[config.mk]
export PLATFORM = sky130hd
export DESIGN_NAME = bmtw_ctrl
export DESIGN_NICKNAME = d
export VERILOG_FILES = /design/src/core/bmtw_pkg.sv /design/src/core/bmtw_crc_if.sv /design/src/core/bmtw_crc8.sv /design/src/core/bmtw_ctrl.sv
export VERILOG_INCLUDE_DIRS = /design/src /design/src/core
export SDC_FILE = /design/constraint.sdc
export NUM_CORES = 1
export LEC_CHECK = 0
export BUFFER_PORTS_ARGS = -buffer_cell sky130_fd_sc_hd__buf_2
export CORE_MARGIN = 4
export CORE_UTILIZATION = 50
export CTS_BUF_LIST = sky130_fd_sc_hd__clkbuf_2 sky130_fd_sc_hd__clkbuf_4 sky130_fd_sc_hd__clkbuf_8
export CTS_CLUSTER_DIAMETER = 120
export DETAILED_ROUTE_END_ITERATION = 12
export PLACE_DENSITY_LB_ADDON = 0.12
export SLEW_MARGIN = 20
export SYNTH_ARGS = -nofsm -noshare
export SYNTH_HDL_FRONTEND = slang
export SYNTH_SLANG_ARGS = --single-unit
[constraint.sdc]
create_clock -name pclk -period 9.3 [get_ports pclk]
set_clock_uncertainty 0.2 [all_clocks]
set_input_delay 0.465 -clock pclk [delete_from_list [all_inputs] [get_ports pclk]]
set_output_delay 0.465 -clock pclk [all_outputs]
set_load 0.03 [all_outputs]
[src/core/bmtw_regs.svh]
`ifndef BMTW_REGS_SVH
`define BMTW_REGS_SVH

// Register byte offsets on the APB side.
`define BMTW_OFS_CTRL    8'h00
`define BMTW_OFS_ADDR    8'h04
`define BMTW_OFS_WDATA   8'h08
`define BMTW_OFS_RDATA   8'h0c
`define BMTW_OFS_STATUS  8'h10

// CTRL fields.
`define BMTW_CTRL_GO     0
`define BMTW_CTRL_RD     1
`define BMTW_CTRL_CRC    2
`define BMTW_CTRL_FAST   3
`define BMTW_CTRL_NORS   4
`define BMTW_CTRL_CNT_LO 8
`define BMTW_CTRL_CNT_HI 9

// STATUS fields.
`define BMTW_ST_BUSY     0
`define BMTW_ST_DONE     1
`define BMTW_ST_NACK     2
`define BMTW_ST_CRCERR   3
`define BMTW_ST_TMO      4

// Reset values.
`define BMTW_RST_DEV     8'h10
`define BMTW_RST_FAST    1'b1

// Address byte read flag and check polynomial x^8 + x^2 + x + 1.
`define BMTW_RD_FLAG     8'h01
`define BMTW_CRC_POLY    8'h07

// Timing: clock period, quarter bit times and limits.
`define BMTW_CLK_NS      20
`define BMTW_Q100_NS     2500
`define BMTW_Q400_NS     625
`define BMTW_Q100_CYC    ((`BMTW_Q100_NS + `BMTW_CLK_NS - 1) / `BMTW_CLK_NS)
`define BMTW_Q400_CYC    ((`BMTW_Q400_NS + `BMTW_CLK_NS - 1) / `BMTW_CLK_NS)
`define BMTW_STRETCH_MS  25
`define BMTW_EXT_MS      10
`define BMTW_STRETCH_CYC (`BMTW_STRETCH_MS * 1000000 / `BMTW_CLK_NS)
`define BMTW_EXT_CYC     (`BMTW_EXT_MS * 1000000 / `BMTW_CLK_NS)

`endif

[src/core/bmtw_pkg.sv]
package bmtw_pkg;

   typedef enum logic [1:0] {
      st_idle  = 2'b00,
      st_start = 2'b01,
      st_byte  = 2'b11,
      st_stop  = 2'b10
   } bmtw_st_t;

   typedef enum logic [2:0] {
      it_aw = 3'h0,
      it_ra = 3'h1,
      it_wd = 3'h2,
      it_wc = 3'h3,
      it_ar = 3'h4,
      it_rd = 3'h5,
      it_rc = 3'h6
   } bmtw_item_t;

   typedef struct packed {
      logic        scl_s1;
      logic        scl_s2;
      logic        sda_s1;
      logic        sda_s2;
      bmtw_st_t    st;
      logic [1:0]  ph;
      logic [7:0]  tmr;
      logic [3:0]  bit_i;
      bmtw_item_t  item;
      logic [7:0]  shreg;
      logic [1:0]  byte_i;
      logic        ack_rx;
      logic        restart;
      logic        scl_oe;
      logic        sda_oe;
      logic        rd;
      logic        crc_en;
      logic        fast;
      logic        no_rs;
      logic [1:0]  cnt;
      logic [7:0]  dev;
      logic [7:0]  reg_a;
      logic [31:0] wdata;
      logic [31:0] rdata;
      logic        done;
      logic        nack;
      logic        crc_err;
      logic        tmo;
      logic [20:0] wait_cnt;
      logic [20:0] low_cnt;
   } bmtw_state_t;

   typedef struct packed {
      logic [7:0] crc;
   } bmtw_crc_state_t;

endpackage : bmtw_pkg

[src/core/bmtw_crc_if.sv]
`timescale 1ns/1ps
interface bmtw_crc_if;
   logic       clr;
   logic       en;
   logic       din;
   logic [7:0] crc;
   modport host (output clr, output en, output din, input crc);
   modport eng  (input clr, input en, input din, output crc);
endinterface : bmtw_crc_if

[src/core/bmtw_crc8.sv]
`timescale 1ns/1ps
`include "bmtw_regs.svh"
module bmtw_crc8 (
   input wire logic pclk,    // System clock.
   input wire logic presetn, // Asynchronous reset, active low.
   bmtw_crc_if.eng  cif      // Bit-serial check engine.
);
   import bmtw_pkg::*;

   bmtw_crc_state_t s_ff;
   bmtw_crc_state_t nxt_s;
   logic            fb;

   always_comb begin
      nxt_s = s_ff;
      fb    = s_ff.crc[7] ^ cif.din;
      if (cif.clr) begin
         nxt_s.crc = 8'h00;
      end else if (cif.en) begin
         nxt_s.crc = {s_ff.crc[6:0], 1'b0} ^ (fb ? `BMTW_CRC_POLY : 8'h00);
      end
   end

   always_ff @(posedge pclk or negedge presetn) begin
      if (!presetn) begin
         s_ff <= '0;
      end else begin
         s_ff <= nxt_s;
      end
   end

   assign cif.crc = s_ff.crc;

   a_crc_init_zero: assert property (@(posedge pclk) disable iff (!presetn)
      cif.clr |=> s_ff.crc == 8'h00)
      else $error("check value not zero after clear");

   a_crc_poly_step: assert property (@(posedge pclk) disable iff (!presetn)
      (cif.en && !cif.clr && cif.din && s_ff.crc == 8'h00)
      |=> s_ff.crc == 8'h07)
      else $error("check step does not follow the polynomial");

endmodule : bmtw_crc8

[src/core/bmtw_ctrl.sv]
`timescale 1ns/1ps
`include "bmtw_regs.svh"
// Function
// - keep our clock-low extension under 10 ms
// - enable device timeouts only at these rates
// - several data bytes per write, pointer advances
// - single write check covers address, register, data
// - later write bytes checked over data only
// - polynomial x^8+x^2+x+1, initial zero
// - read by repeated start or stop-start
// - ACK every read byte except last
// - first read check covers all bytes since start
// - check restarts after each check byte, stop
// - NACK a wrong read check, then idle
module bmtw_ctrl #(
   parameter int STRETCH_LIMIT = `BMTW_STRETCH_CYC, // Device stretch abort.
   parameter int EXT_LIMIT     = `BMTW_EXT_CYC      // Own low extension cap.
) (
   input  wire logic        pclk,    // System clock, 50 MHz.
   input  wire logic        presetn, // Asynchronous reset, active low.
   input  wire logic        psel,    // APB select.
   input  wire logic        penable, // APB enable.
   input  wire logic        pwrite,  // APB write.
   input  wire logic [7:0]  paddr,   // APB byte address.
   input  wire logic [31:0] pwdata,  // APB write data.
   output logic      [31:0] prdata,  // APB read data.
   output logic             pready,  // APB ready.
   output logic             pslverr, // APB error on unmapped address.
   input  wire logic        scl_i,   // Clock line level.
   output logic             scl_o,   // Clock line drive value.
   output logic             scl_oe,  // Clock line pulled low when high.
   input  wire logic        sda_i,   // Data line level.
   output logic             sda_o,   // Data line drive value.
   output logic             sda_oe   // Data line pulled low when high.
);
   import bmtw_pkg::*;

   localparam logic [7:0] Q100 = 8'(`BMTW_Q100_CYC);
   localparam logic [7:0] Q400 = 8'(`BMTW_Q400_CYC);

   bmtw_state_t s_ff;
   bmtw_state_t nxt_s;
   bmtw_crc_if  cif ();

   logic       acc;
   logic       wr_acc;
   logic       busy;
   logic       tick;
   logic       last;
   logic       rx_item;
   logic       to_byte;
   logic [7:0] q;
   logic [7:0] nb;
   bmtw_item_t nitem;
   logic [1:0] nbi;

   bmtw_crc8 u_crc (
      .pclk    (pclk),
      .presetn (presetn),
      .cif     (cif)
   );

   function automatic logic [7:0] fn_byte(bmtw_item_t it, logic [1:0] bi);
      case (it)
         it_aw:   fn_byte = s_ff.dev & ~`BMTW_RD_FLAG;
         it_ra:   fn_byte = s_ff.reg_a;
         it_wd:   fn_byte = s_ff.wdata[{bi, 3'b000} +: 8];
         it_wc:   fn_byte = cif.crc;
         it_ar:   fn_byte = s_ff.dev | `BMTW_RD_FLAG;
         default: fn_byte = 8'h00;
      endcase
   endfunction : fn_byte

   assign acc     = psel & penable;
   assign wr_acc  = acc & pwrite;
   assign busy    = s_ff.st != st_idle;
   assign tick    = s_ff.tmr == 8'h00;
   assign last    = s_ff.byte_i == s_ff.cnt;
   assign rx_item = (s_ff.item == it_rd) || (s_ff.item == it_rc);
   assign q       = s_ff.fast ? Q400 : Q100;
   assign pready  = 1'b1;
   assign scl_o   = 1'b0;
   assign sda_o   = 1'b0;
   assign scl_oe  = s_ff.scl_oe;
   assign sda_oe  = s_ff.sda_oe;

   always_comb begin
      prdata  = 32'h0;
      pslverr = 1'b0;
      case (paddr)
         `BMTW_OFS_CTRL:   prdata = {22'h0, s_ff.cnt, 3'h0, s_ff.no_rs,
                                     s_ff.fast, s_ff.crc_en, s_ff.rd, 1'b0};
         `BMTW_OFS_ADDR:   prdata = {16'h0, s_ff.reg_a, s_ff.dev};
         `BMTW_OFS_WDATA:  prdata = s_ff.wdata;
         `BMTW_OFS_RDATA:  prdata = s_ff.rdata;
         `BMTW_OFS_STATUS: prdata = {27'h0, s_ff.tmo, s_ff.crc_err,
                                     s_ff.nack, s_ff.done, busy};
         default:          pslverr = acc;
      endcase
   end

   // Clears from software come first so that a hardware set in the same
   // cycle wins.
   always_comb begin
      nxt_s        = s_ff;
      nitem        = s_ff.item;
      nbi          = s_ff.byte_i;
      to_byte      = 1'b0;
      nb           = 8'h00;
      cif.clr      = 1'b0;
      cif.en       = 1'b0;
      cif.din      = s_ff.sda_s2;
      nxt_s.scl_s1 = scl_i;
      nxt_s.scl_s2 = s_ff.scl_s1;
      nxt_s.sda_s1 = sda_i;
      nxt_s.sda_s2 = s_ff.sda_s1;
      nxt_s.low_cnt = s_ff.scl_oe ? s_ff.low_cnt + 21'd1 : 21'd0;
      if (wr_acc && paddr == `BMTW_OFS_STATUS) begin
         nxt_s.done    = s_ff.done & ~pwdata[`BMTW_ST_DONE];
         nxt_s.nack    = s_ff.nack & ~pwdata[`BMTW_ST_NACK];
         nxt_s.crc_err = s_ff.crc_err & ~pwdata[`BMTW_ST_CRCERR];
         nxt_s.tmo     = s_ff.tmo & ~pwdata[`BMTW_ST_TMO];
      end
      if (!tick && !(s_ff.ph == 2'd1 && !s_ff.scl_s2)) begin
         nxt_s.tmr = s_ff.tmr - 8'd1;
      end
      if (busy && s_ff.ph == 2'd1 && !s_ff.scl_s2) begin
         nxt_s.wait_cnt = s_ff.wait_cnt + 21'd1;
      end else begin
         nxt_s.wait_cnt = 21'd0;
      end
      case (s_ff.st)
         st_idle: begin
            nxt_s.scl_oe = 1'b0;
            nxt_s.sda_oe = 1'b0;
            if (wr_acc && paddr == `BMTW_OFS_CTRL) begin
               nxt_s.rd     = pwdata[`BMTW_CTRL_RD];
               nxt_s.crc_en = pwdata[`BMTW_CTRL_CRC];
               nxt_s.fast   = pwdata[`BMTW_CTRL_FAST];
               nxt_s.no_rs  = pwdata[`BMTW_CTRL_NORS];
               nxt_s.cnt    = pwdata[`BMTW_CTRL_CNT_HI:`BMTW_CTRL_CNT_LO];
               if (pwdata[`BMTW_CTRL_GO]) begin
                  nxt_s.st      = st_start;
                  nxt_s.ph      = 2'd0;
                  nxt_s.tmr     = q;
                  nxt_s.item    = it_aw;
                  nxt_s.byte_i  = 2'd0;
                  nxt_s.restart = 1'b0;
                  nxt_s.done    = 1'b0;
                  nxt_s.nack    = 1'b0;
                  nxt_s.crc_err = 1'b0;
                  nxt_s.tmo     = 1'b0;
                  cif.clr       = 1'b1;
               end
            end
            if (wr_acc && paddr == `BMTW_OFS_ADDR) begin
               nxt_s.dev   = pwdata[7:0];
               nxt_s.reg_a = pwdata[15:8];
            end
            if (wr_acc && paddr == `BMTW_OFS_WDATA) begin
               nxt_s.wdata = pwdata;
            end
         end
         st_start: begin
            // Works from an idle bus and as a repeated start after SCL low.
            if (tick) begin
               case (s_ff.ph)
                  2'd0: begin
                     nxt_s.scl_oe = 1'b0;
                     nxt_s.ph     = 2'd1;
                     nxt_s.tmr    = q;
                  end
                  2'd1: begin
                     nxt_s.sda_oe = 1'b1;
                     nxt_s.ph     = 2'd2;
                     nxt_s.tmr    = q;
                  end
                  default: begin
                     nxt_s.scl_oe = 1'b1;
                     to_byte      = 1'b1;
                  end
               endcase
            end
         end
         st_byte: begin
            if (tick) begin
               case (s_ff.ph)
                  2'd0: begin
                     nxt_s.scl_oe = 1'b0;
                     nxt_s.ph     = 2'd1;
                     nxt_s.tmr    = q;
                  end
                  2'd1: begin
                     if (s_ff.bit_i < 4'd8) begin
                        nxt_s.shreg = {s_ff.shreg[6:0], s_ff.sda_s2};
                        cif.en = (s_ff.item != it_wc) && (s_ff.item != it_rc);
                     end else begin
                        nxt_s.ack_rx = s_ff.sda_s2;
                     end
                     nxt_s.ph  = 2'd2;
                     nxt_s.tmr = q;
                  end
                  default: begin
                     nxt_s.scl_oe = 1'b1;
                     nxt_s.ph     = 2'd0;
                     nxt_s.tmr    = {q[6:0], 1'b0};
                     if (s_ff.bit_i < 4'd8) begin
                        nxt_s.bit_i = s_ff.bit_i + 4'd1;
                        if (s_ff.bit_i != 4'd7) begin
                           nxt_s.sda_oe = !rx_item && !s_ff.shreg[7];
                        end else if (s_ff.item == it_rd) begin
                           nxt_s.sda_oe = s_ff.crc_en || !last;
                        end else if (s_ff.item == it_rc) begin
                           nxt_s.sda_oe = (s_ff.shreg == cif.crc) && !last;
                        end else begin
                           nxt_s.sda_oe = 1'b0;
                        end
                     end else if (!rx_item && s_ff.ack_rx) begin
                        nxt_s.nack = 1'b1;
                        nxt_s.st   = st_stop;
                     end else begin
                        case (s_ff.item)
                           it_aw: begin
                              nitem   = it_ra;
                              to_byte = 1'b1;
                           end
                           it_ra: begin
                              if (!s_ff.rd) begin
                                 nitem   = it_wd;
                                 to_byte = 1'b1;
                              end else if (s_ff.no_rs) begin
                                 nxt_s.restart = 1'b1;
                                 nxt_s.st      = st_stop;
                              end else begin
                                 nxt_s.item   = it_ar;
                                 nxt_s.st     = st_start;
                                 nxt_s.sda_oe = 1'b0;
                                 nxt_s.tmr    = q;
                              end
                           end
                           it_wd, it_wc: begin
                              if (s_ff.item == it_wd && s_ff.crc_en) begin
                                 nitem   = it_wc;
                                 to_byte = 1'b1;
                              end else if (last) begin
                                 nxt_s.st = st_stop;
                              end else begin
                                 nitem   = it_wd;
                                 nbi     = s_ff.byte_i + 2'd1;
                                 to_byte = 1'b1;
                              end
                              cif.clr = s_ff.item == it_wc;
                           end
                           it_ar: begin
                              nitem   = it_rd;
                              to_byte = 1'b1;
                           end
                           default: begin
                              if (s_ff.item == it_rd) begin
                                 nxt_s.rdata[{s_ff.byte_i, 3'b000} +: 8] =
                                    s_ff.shreg;
                              end
                              cif.clr = s_ff.item == it_rc;
                              if (s_ff.item == it_rd && s_ff.crc_en) begin
                                 nitem   = it_rc;
                                 to_byte = 1'b1;
                              end else if (s_ff.item == it_rc &&
                                           s_ff.shreg != cif.crc) begin
                                 nxt_s.crc_err = 1'b1;
                                 nxt_s.st      = st_stop;
                              end else if (last) begin
                                 nxt_s.st = st_stop;
                              end else begin
                                 nitem   = it_rd;
                                 nbi     = s_ff.byte_i + 2'd1;
                                 to_byte = 1'b1;
                              end
                           end
                        endcase
                        if (nxt_s.st == st_stop) begin
                           nxt_s.sda_oe = 1'b1;
                           nxt_s.tmr    = q;
                        end
                     end
                  end
               endcase
            end
         end
         default: begin
            if (tick) begin
               case (s_ff.ph)
                  2'd0: begin
                     nxt_s.scl_oe = 1'b0;
                     nxt_s.ph     = 2'd1;
                     nxt_s.tmr    = q;
                  end
                  2'd1: begin
                     nxt_s.sda_oe = 1'b0;
                     nxt_s.ph     = 2'd2;
                     nxt_s.tmr    = q;
                  end
                  default: begin
                     cif.clr  = 1'b1;
                     nxt_s.ph = 2'd0;
                     nxt_s.tmr = q;
                     if (s_ff.restart) begin
                        nxt_s.restart = 1'b0;
                        nxt_s.item    = it_ar;
                        nxt_s.st      = st_start;
                     end else begin
                        nxt_s.st   = st_idle;
                        nxt_s.done = 1'b1;
                     end
                  end
               endcase
            end
         end
      endcase
      if (to_byte) begin
         nb           = fn_byte(nitem, nbi);
         nxt_s.st     = st_byte;
         nxt_s.item   = nitem;
         nxt_s.byte_i = nbi;
         nxt_s.shreg  = nb;
         nxt_s.bit_i  = 4'd0;
         nxt_s.ph     = 2'd0;
         nxt_s.tmr    = {q[6:0], 1'b0};
         nxt_s.sda_oe = (nitem != it_rd) && (nitem != it_rc) && !nb[7];
      end
      // A device that holds SCL too long ends the transfer; both lines
      // are released so that its own timeout can recover the bus.
      if (s_ff.wait_cnt >= 21'(STRETCH_LIMIT)) begin
         nxt_s.st      = st_idle;
         nxt_s.scl_oe  = 1'b0;
         nxt_s.sda_oe  = 1'b0;
         nxt_s.restart = 1'b0;
         nxt_s.tmo     = 1'b1;
         nxt_s.done    = 1'b1;
         cif.clr       = 1'b1;
      end
   end

   always_ff @(posedge pclk or negedge presetn) begin
      if (!presetn) begin
         s_ff       <= '0;
         s_ff.st    <= st_idle;
         s_ff.item  <= it_aw;
         s_ff.fast  <= `BMTW_RST_FAST;
         s_ff.dev   <= `BMTW_RST_DEV;
         s_ff.scl_s1 <= 1'b1;
         s_ff.scl_s2 <= 1'b1;
         s_ff.sda_s1 <= 1'b1;
         s_ff.sda_s2 <= 1'b1;
      end else begin
         s_ff <= nxt_s;
      end
   end

   a_ext_low_limit: assert property (@(posedge pclk) disable iff (!presetn)
      s_ff.low_cnt < 21'(EXT_LIMIT))
      else $error("own clock-low extension too long");

   a_rd_ack_last: assert property (@(posedge pclk) disable iff (!presetn)
      (s_ff.st == st_byte && s_ff.item == it_rd && s_ff.bit_i == 4'd8)
      |-> s_ff.sda_oe == (s_ff.crc_en || !last))
      else $error("wrong acknowledge on read data byte");

   a_rd_crc_nack: assert property (@(posedge pclk) disable iff (!presetn)
      (s_ff.st == st_byte && s_ff.item == it_rc && s_ff.bit_i == 4'd8
       && s_ff.shreg != cif.crc) |-> !s_ff.sda_oe)
      else $error("bad read check byte not refused");

   a_wr_crc_load: assert property (@(posedge pclk) disable iff (!presetn)
      $rose(s_ff.st == st_byte && s_ff.item == it_wc)
      |-> s_ff.shreg == cif.crc && s_ff.sda_oe == !cif.crc[7])
      else $error("write check byte not loaded from engine");

   a_byte_step: assert property (@(posedge pclk) disable iff (!presetn)
      (s_ff.st == st_byte && $changed(s_ff.byte_i))
      |-> s_ff.byte_i == 2'($past(s_ff.byte_i) + 2'd1))
      else $error("byte index did not advance by one");

   a_rs_path: assert property (@(posedge pclk) disable iff (!presetn)
      (s_ff.st == st_byte && s_ff.item == it_ra && s_ff.rd && !s_ff.no_rs
       && s_ff.bit_i == 4'd8 && s_ff.ph == 2'd2 && tick && !s_ff.ack_rx)
      |=> s_ff.st == st_start && s_ff.item == it_ar && !s_ff.sda_oe)
      else $error("repeated start not issued");

   a_stop_crc_clr: assert property (@(posedge pclk) disable iff (!presetn)
      $fell(s_ff.st == st_stop) |-> cif.crc == 8'h00)
      else $error("check value kept across stop");

   a_rs_crc_kept: assert property (@(posedge pclk) disable iff (!presetn)
      (s_ff.st == st_start && s_ff.item == it_ar) |=> $stable(cif.crc))
      else $error("check value changed during repeated start");

endmodule : bmtw_ctrl

== Yosys cells after proc, flatten, opt, wreduce, memory -nomap -nowiden ==
Cells that the tools add are included.

* Logic and storage cells: 352
* Flip-flop bits (word level): 156
* Bits of input ports: 47
* Output and inout bits: 38

* $add $sub $neg: 5
* $lt $le $gt $ge: 2
* Shift-type cells: 3
* Equality and inequality tests: 65
* Reduce and logical (&&, ||, !) cells: 68
* Bitwise operators: 16
* Mux-type cells: 163

{| class="wikitable"
|+ Operator list
! operator !! count
|-
| $pmux W32 S5 || 1
|-
| $mux W8 || 13
|-
| $mux W3 || 25
|-
| $ne A3 B3 Y1 const B || 22
|-
| $mux W2 || 32
|-
| $pmux W10 S2 || 3
|-
| $mux W1 || 58
|-
| $pmux W8 S5 || 1
|-
| $mux W12 || 3
|-
| $bwmux W32 || 1
|-
| $shift A8 B7 Y32 const A || 1
|-
| $shiftx A32 B6 Y8 || 1
|-
| $shiftx A8 B7 Y32 || 1
|-
| $pmux W10 S3 || 1
|-
| $mux W29 || 1
|-
| $ne A4 B4 Y1 const B || 7
|-
| $mux W27 || 1
|-
| $add A21 B1 Y21 const B || 1
|-
| $ge A21 B21 Y1 const B || 1
|-
| $mux W21 || 1
|-
| $mux W4 || 5
|-
| $pmux W2 S3 || 3
|-
| $reduce_bool A2 Y1 || 9
|-
| $logic_and A1 B1 Y1 || 17
|-
| 56 further kinds || 113
|}

== Depth between registers and ports, before layout ==
* Word-level depth: 19
* Mapped depth: 12
* Gate-level depth less buffers: 10

== Modules after synthesis ==
From an unflattened synthesis, not the netlist that was laid out.

* Cells, all modules: 1002
* Area, all modules: 9300.2 sq um

{| class="wikitable"
|+ By module, submodules not included
! module !! seq. area each (sq um) !! instances !! area each (sq um) !! cells an instance
|-
| bmtw_ctrl || 3711.1 || 1 || 8927.3 || 970
|-
| bmtw_crc8 || 200.2 || 1 || 372.9 || 32
|}

== Least setup slack after synthesis ==
No wires, ideal clock.

* Path kind: register -> register
* From: register s_ff[153] (netlist name)
* To: register s_ff, in the netlist sda_oe
* Arrival time: 2957 ps
* Setup time: 127 ps
* Stages on the path, launching flop included: 11
* Data required time: 8973 ps
* Setup slack: 6016 ps
* Cells stage by stage: dfrtp_1 inv_1 ha_1 or3b_2 nor3_4 nand2_2 o41a_1 o22a_2 or4_1 a31oi_1 nor3_1

* Longest elaborated chain between the ends: 10

{| class="wikitable"
|+ RTL lines
! what !! RTL line !! RTL
|-
| start, declared || bmtw_ctrl.sv:41 || <nowiki>bmtw_state_t s_ff;</nowiki>
|-
| start signal, assigned || bmtw_ctrl.sv:355 || <nowiki>s_ff <= nxt_s;</nowiki>
|-
| $logic_not A8 Y1 (*) || bmtw_ctrl.sv:77 || <nowiki>assign tick = s_ff.tmr == 8'h00;</nowiki>
|-
| $mux W2 / $mux W3 (equally long branches) || bmtw_ctrl.sv:186 || <nowiki>if (tick) begin</nowiki>
|-
| $mux W2 / $mux W3 (equally long branches) || bmtw_ctrl.sv:132 || <nowiki>case (s_ff.st)</nowiki>
|-
| $shiftx A32 B6 Y8 (tied with other cells) || bmtw_ctrl.sv:67 || <nowiki>it_wd: fn_byte = s_ff.wdata[{bi, 3'b000} +: 8];</nowiki>
|-
| $pmux W8 S5 || bmtw_ctrl.sv:64 || <nowiki>case (it)</nowiki>
|-
| $mux W8 || bmtw_ctrl.sv:319 || <nowiki>if (to_byte) begin</nowiki>
|-
| $logic_not A1 Y1 || bmtw_ctrl.sv:328 || <nowiki>nxt_s.sda_oe = (nitem != it_rd) && (nitem != it_rc) && !nb[7];</nowiki>
|-
| $logic_and A1 B1 Y1 || bmtw_ctrl.sv:328 ||
|-
| $mux W1 || bmtw_ctrl.sv:319 ||
|-
| $mux W3 || bmtw_ctrl.sv:332 || <nowiki>if (s_ff.wait_cnt >= 21'(STRETCH_LIMIT)) begin</nowiki>
|}

Every way passes the cells marked *; elsewhere a longest branch is shown, timed or not. The select of a mux whose other input is x is not followed.
A chain may end at the register's enable or synchronous reset.

== Worst setup path after layout ==
* From: register s_ff[153] (netlist name)
* To: register s_ff[142] (netlist name)

* Longest elaborated chain between the ends: 7

{| class="wikitable"
|+ RTL lines
! what !! RTL line
|-
| $logic_not A8 Y1 (*) || bmtw_ctrl.sv:77
|-
| $mux W2 / $mux W3 (equally long branches) || bmtw_ctrl.sv:186
|-
| $mux W2 / $mux W3 (equally long branches) || bmtw_ctrl.sv:132
|-
| $shiftx A32 B6 Y8 (tied with other cells) || bmtw_ctrl.sv:67
|-
| $pmux W8 S5 || bmtw_ctrl.sv:64
|-
| $mux W8 || bmtw_ctrl.sv:319
|-
| $mux W29 || bmtw_ctrl.sv:319
|}

Marks and branches as above.

==> impl_metrics.yaml <==
clocking:
  cts_root_buf: "sky130_fd_sc_hd__clkbuf_8"
  holdBufCountCts: 7
  clk_transition_reported_paths_ns: 0.09
  tritoncts_num_sinks: 156
  htreeDepth: 4
  clock_path_buffers: 2
  tritoncts: "built"
  clk_latency_ns: 0.47
  post_cts_resized: 0
  cts-buffers-inserted: 17
  cts_post_setup_buffers_inserted: 0
logic_synthesis:
  yosysUniqueCellTypes: 75
  synth_compound_gate_area_share: 0.176
  ys.flop_type: "sky130_fd_sc_hd__dfrtp_1"
  post_synth_inst_count: 1045
  combinational_family_with_the_most_area_after_synthesis: "simple AND/OR/NAND/NOR gates"
  synth_fa_ha_area_frac: 0.0172
  avgSynthCellArea_um2: 9.03
  synth.yosys.warnings: 0
  synthSimpleGateAreaFrac: 0.191
  synth_mux_area_frac: 0.123
  xor_xnor_fraction_of_synth_area: 0.0381
  synth_async_sr_flop_share: 1.00
  ys_ff_latch: 156
  post_synthesis_sequential_area_ratio: 0.414
  post_synth_instance_area_um2: 9440
  synth_edf_count: 0
grt:
  first_global_vias: 8060
  grt_antenna_before_repair: 0
  grt_max_degree: 106
  wire_length_of_the_first_global_routing_pass_mm: 45.6
  globalRouteTotalUtil: 0.267
  grt-ovfl-total: 0
sta:
  final_critical_period_ns: 4.28
  worst_pin_slew_ns: 1.12
  finalMaxSlewViolations: 0
  max_freq_ghz: 0.234
  headroom_to_the_max_slew_limit: 0.252
  finalHoldViolations: 0
  finalSetupViolations: 0
  setup_ws_ns: 5.02
  rsz0062_at_grt: "no"
  setup-tns-final_ns: 0
  layout_worst_path_cycle_share: 0.460
finish:
  num-nets-final: 1155
  diodes: 0
  final_layout_size_suffix_gt1_frac: 0.197
  layout_fillers: 1728
  stdcell_area_um2: 10500
  areaGrowthSynthToFinish_pct: 11.1
critical_path:
  beginning_of_the_worst_register_to_register_path: "s_ff[153]"
  timing.reg2reg.setup_slack_ns: 5.02
  crit_slowest_cell: "sky130_fd_sc_hd__a21oi_1"
  worst_path_most_repeated_cell: "sky130_fd_sc_hd__a21oi_1"
  timing.critical_path.slowest_cell_delay_ns: 0.77
  crit_path_start: "s_ff[153]"
  timing.critical_path.fanout_max: 14
  cp_cell_sequence: "inv_1, ha_1, nor3b_1, nand2_1, nor3_1, o211ai_1, a21oi_1, o31ai_1, a21oi_1, o21a_1"
  critPathKind: "reg2reg"
  r2r-end: "s_ff[142]"
  cp-start-kind: "flop"
  cp_data_arrival_time_ns: 4.49
  cp_endpoint_kind: "flop"
  cp.required_ns: 9.52
  timing.reg2reg.worst_path_depth: 10
route:
  totalWireLength_mm: 28.2
  pre_antenna_drt_iters: 6
  detailroute.via_count: 8228
  detailedRoute.firstIterationViolations: 873
  drt.antenna.violating_nets: 0
  vias_per_cell: 6.15
  detail_route.wl_per_cell_um: 21.1
  drc: 0
floorplanning:
  core_region_area_um2: 18300
  dieArea_um2: 21100
  dieWidth_um: 145
  pin_count: 85
  rows: 49
  die-height_um: 145
  start_util: 0.517
hold_path:
  worstHoldPathCells: 2
  holdPathEnd: "s_ff[102]"
  worst_hold_path_type: "in2reg"
  worstHoldStart: "pwdata[24]"
power_and_ir_drop:
  cellPowerDensity_nw_per_um2: 126
  vdd_ir_drop_max_mv: 0.0961
  power.static_leakage_nw: 4.76
run_status:
  status: "complete, no violations"
placed_design:
  hpwl_mm: 20.3
  placed_cell_area_um2: 9930
  dp_slack_ns: 5.00
  gpl.final_weighted_congestion: 0.986
  port_buffers: 81
job:
  maxCapViolCount: 0
-- power by group --
| part | switching (W) | total [W] | internal, W |
|---|---|---|---|
| Sequential | 0.000000752 | 0.000680 | 0.000679 |
| Clock | 0.000276 | 0.000590 | 0.000313 |
| Combinational | 0.0000310 | 0.0000466 | 0.0000155 |
| Total | 0.000308 | 0.00132 | 0.00101 |
-- sequential cells by signal, summed over array words and instances, names as in the netlist --
signal,count
s_ff,143
u_crc.cif.crc,8
nxt_s,2
cif.din,1
scl_oe,1
sda_oe,1
-- Yosys cell counts (4+ instances only) --
| cell type | instances | area share |
|---|---|---|
| sky130_fd_sc_hd__ha_1 | 13 | 0.017 |
| sky130_fd_sc_hd__a21oi_1 | 48 | 0.025 |
| sky130_fd_sc_hd__nand4_1 | 5 | 0.0033 |
| sky130_fd_sc_hd__a22oi_1 | 14 | 0.011 |
| sky130_fd_sc_hd__mux4_2 | 6 | 0.014 |
| sky130_fd_sc_hd__a31oi_1 | 12 | 0.0080 |
| sky130_fd_sc_hd__mux2i_1 | 32 | 0.034 |
| sky130_fd_sc_hd__nor3_1 | 17 | 0.0090 |
| sky130_fd_sc_hd__buf_2 | 9 | 0.0048 |
| sky130_fd_sc_hd__xnor2_1 | 14 | 0.013 |
| sky130_fd_sc_hd__a311oi_1 | 8 | 0.0074 |
| sky130_fd_sc_hd__nor2_1 | 104 | 0.041 |
| sky130_fd_sc_hd__nor4_1 | 6 | 0.0040 |
| sky130_fd_sc_hd__mux2_2 | 63 | 0.075 |
| sky130_fd_sc_hd__or3_1 | 4 | 0.0027 |
| sky130_fd_sc_hd__o21ai_0 | 88 | 0.047 |
| sky130_fd_sc_hd__inv_1 | 24 | 0.0095 |
| sky130_fd_sc_hd__nand2_1 | 139 | 0.055 |
| sky130_fd_sc_hd__dfstp_2 | 6 | 0.017 |
| sky130_fd_sc_hd__o31ai_1 | 6 | 0.0048 |
| sky130_fd_sc_hd__o311ai_0 | 4 | 0.0037 |
| sky130_fd_sc_hd__o211ai_1 | 6 | 0.0048 |
| sky130_fd_sc_hd__a21boi_0 | 4 | 0.0032 |
| sky130_fd_sc_hd__o221ai_1 | 8 | 0.0074 |
| sky130_fd_sc_hd__nor2b_1 | 5 | 0.0033 |
| sky130_fd_sc_hd__a211oi_1 | 6 | 0.0048 |
| sky130_fd_sc_hd__o21a_1 | 12 | 0.0095 |
| sky130_fd_sc_hd__dfrtp_1 | 150 | 0.40 |
| sky130_fd_sc_hd__clkbuf_1 | 44 | 0.018 |
| sky130_fd_sc_hd__nor3b_1 | 4 | 0.0032 |
| sky130_fd_sc_hd__xor2_1 | 27 | 0.025 |
| sky130_fd_sc_hd__nand3_1 | 38 | 0.020 |
| sky130_fd_sc_hd__buf_1 | 9 | 0.0036 |
| sky130_fd_sc_hd__nand2b_1 | 10 | 0.0066 |
| sky130_fd_sc_hd__and2_1 | 8 | 0.0053 |
| sky130_fd_sc_hd__and3_1 | 25 | 0.017 |
-- final cells by class --
type,count,area (um^2),area share
clock inverter,12,185,0.0177
tap,229,287,0.0273
timing repair buffer,96,542,0.0517
clock buffer,20,269,0.0257
sequential,156,3910,0.373
multi-input combinational,800,5200,0.496
inverter,24,90.1,0.00859
-- critical path, delay by kind of cell, from the launching register on --
family                   cells  cell delay [ns]
AO/OA/AOI/OAI                5             1.87
buffers and inverters        1             0.12
AND/OR/NAND/NOR              3             1.38
adder cells (fa/ha/maj)      1             0.24
flip-flops                   1             0.40
-- cells by family after synthesis --
logic type	Yosys count
simple gates	387
compound gates	255
flops	156
mux	101
buf+inv	90
xor+xnor	41
fa+ha+maj	13
other cells	2
-- stage by stage --
stage / power [W] / std cells / hold WS, ns / util
CTS: 0.00133 / 1337 / 0.000129 / 0.572
floorplan: 0.000710 / 1046 / -0.0306 / -
global route: 0.00136 / 1337 / 0.00765 / 0.574
finish: 0.00132 / 1337 / 0.0253 / 0.574
detailed placement: 0.000739 / 1298 / 0.148 / 0.544
global placement: 0.000738 / 1298 / 0.147 / 0.544
-- cells in the final DEF, fill, tap and decap left out, types with 4 or more instances in the layout --
cell type                         n
sky130_fd_sc_hd__a211oi_1         5
sky130_fd_sc_hd__a21boi_0         4
sky130_fd_sc_hd__a21oi_1         47
sky130_fd_sc_hd__a22oi_1         14
sky130_fd_sc_hd__a311oi_1         8
sky130_fd_sc_hd__a31oi_1         12
sky130_fd_sc_hd__and2_1           8
sky130_fd_sc_hd__and3_1          25
sky130_fd_sc_hd__buf_2           80
sky130_fd_sc_hd__buf_4            8
sky130_fd_sc_hd__bufinv_16        4
sky130_fd_sc_hd__clkbuf_8        19
sky130_fd_sc_hd__dfrtp_1        150
sky130_fd_sc_hd__dfstp_2          6
sky130_fd_sc_hd__dlygate4sd3_1    7
sky130_fd_sc_hd__ha_1            13
sky130_fd_sc_hd__inv_1           24
sky130_fd_sc_hd__mux2_2          63
sky130_fd_sc_hd__mux2i_1         32
sky130_fd_sc_hd__mux4_2           6
sky130_fd_sc_hd__nand2_1        139
sky130_fd_sc_hd__nand2b_1        10
sky130_fd_sc_hd__nand3_1         38
sky130_fd_sc_hd__nand4_1          5
sky130_fd_sc_hd__nor2_1         104
sky130_fd_sc_hd__nor2b_1          5
sky130_fd_sc_hd__nor3_1          17
sky130_fd_sc_hd__nor4_1           6
sky130_fd_sc_hd__o211ai_1         6
sky130_fd_sc_hd__o21a_1          12
sky130_fd_sc_hd__o21ai_0         88
sky130_fd_sc_hd__o221ai_1         8
sky130_fd_sc_hd__o311ai_0         4
sky130_fd_sc_hd__o31ai_1          6
sky130_fd_sc_hd__or3_1            4
sky130_fd_sc_hd__xnor2_1         14
sky130_fd_sc_hd__xor2_1          27
-- worst max path at each step --
stage / endpoint / slack [ns]
4_1_cts: sda_oe / 4.95
6_report: s_ff[142] / 5.02
5_1_grt: s_ff[144] / 4.81
3_5_place_dp: sda_oe / 5.00
2_1_floorplan: sda_oe / 6.02
3_3_place_gp: sda_oe / 5.13
-- metal layers --
metal / share of wire / GRT usage / vias to the layer above
met5: 0 / 0 / -
met4: 0.022 / 0.0802 / 0
met3: 0.073 / 0.0505 / 58
met2: 0.45 / 0.401 / 356
met1: 0.45 / 0.396 / 3979
li1: - / - / 3835
Note: power is estimated with default switching activity, not from simulation.
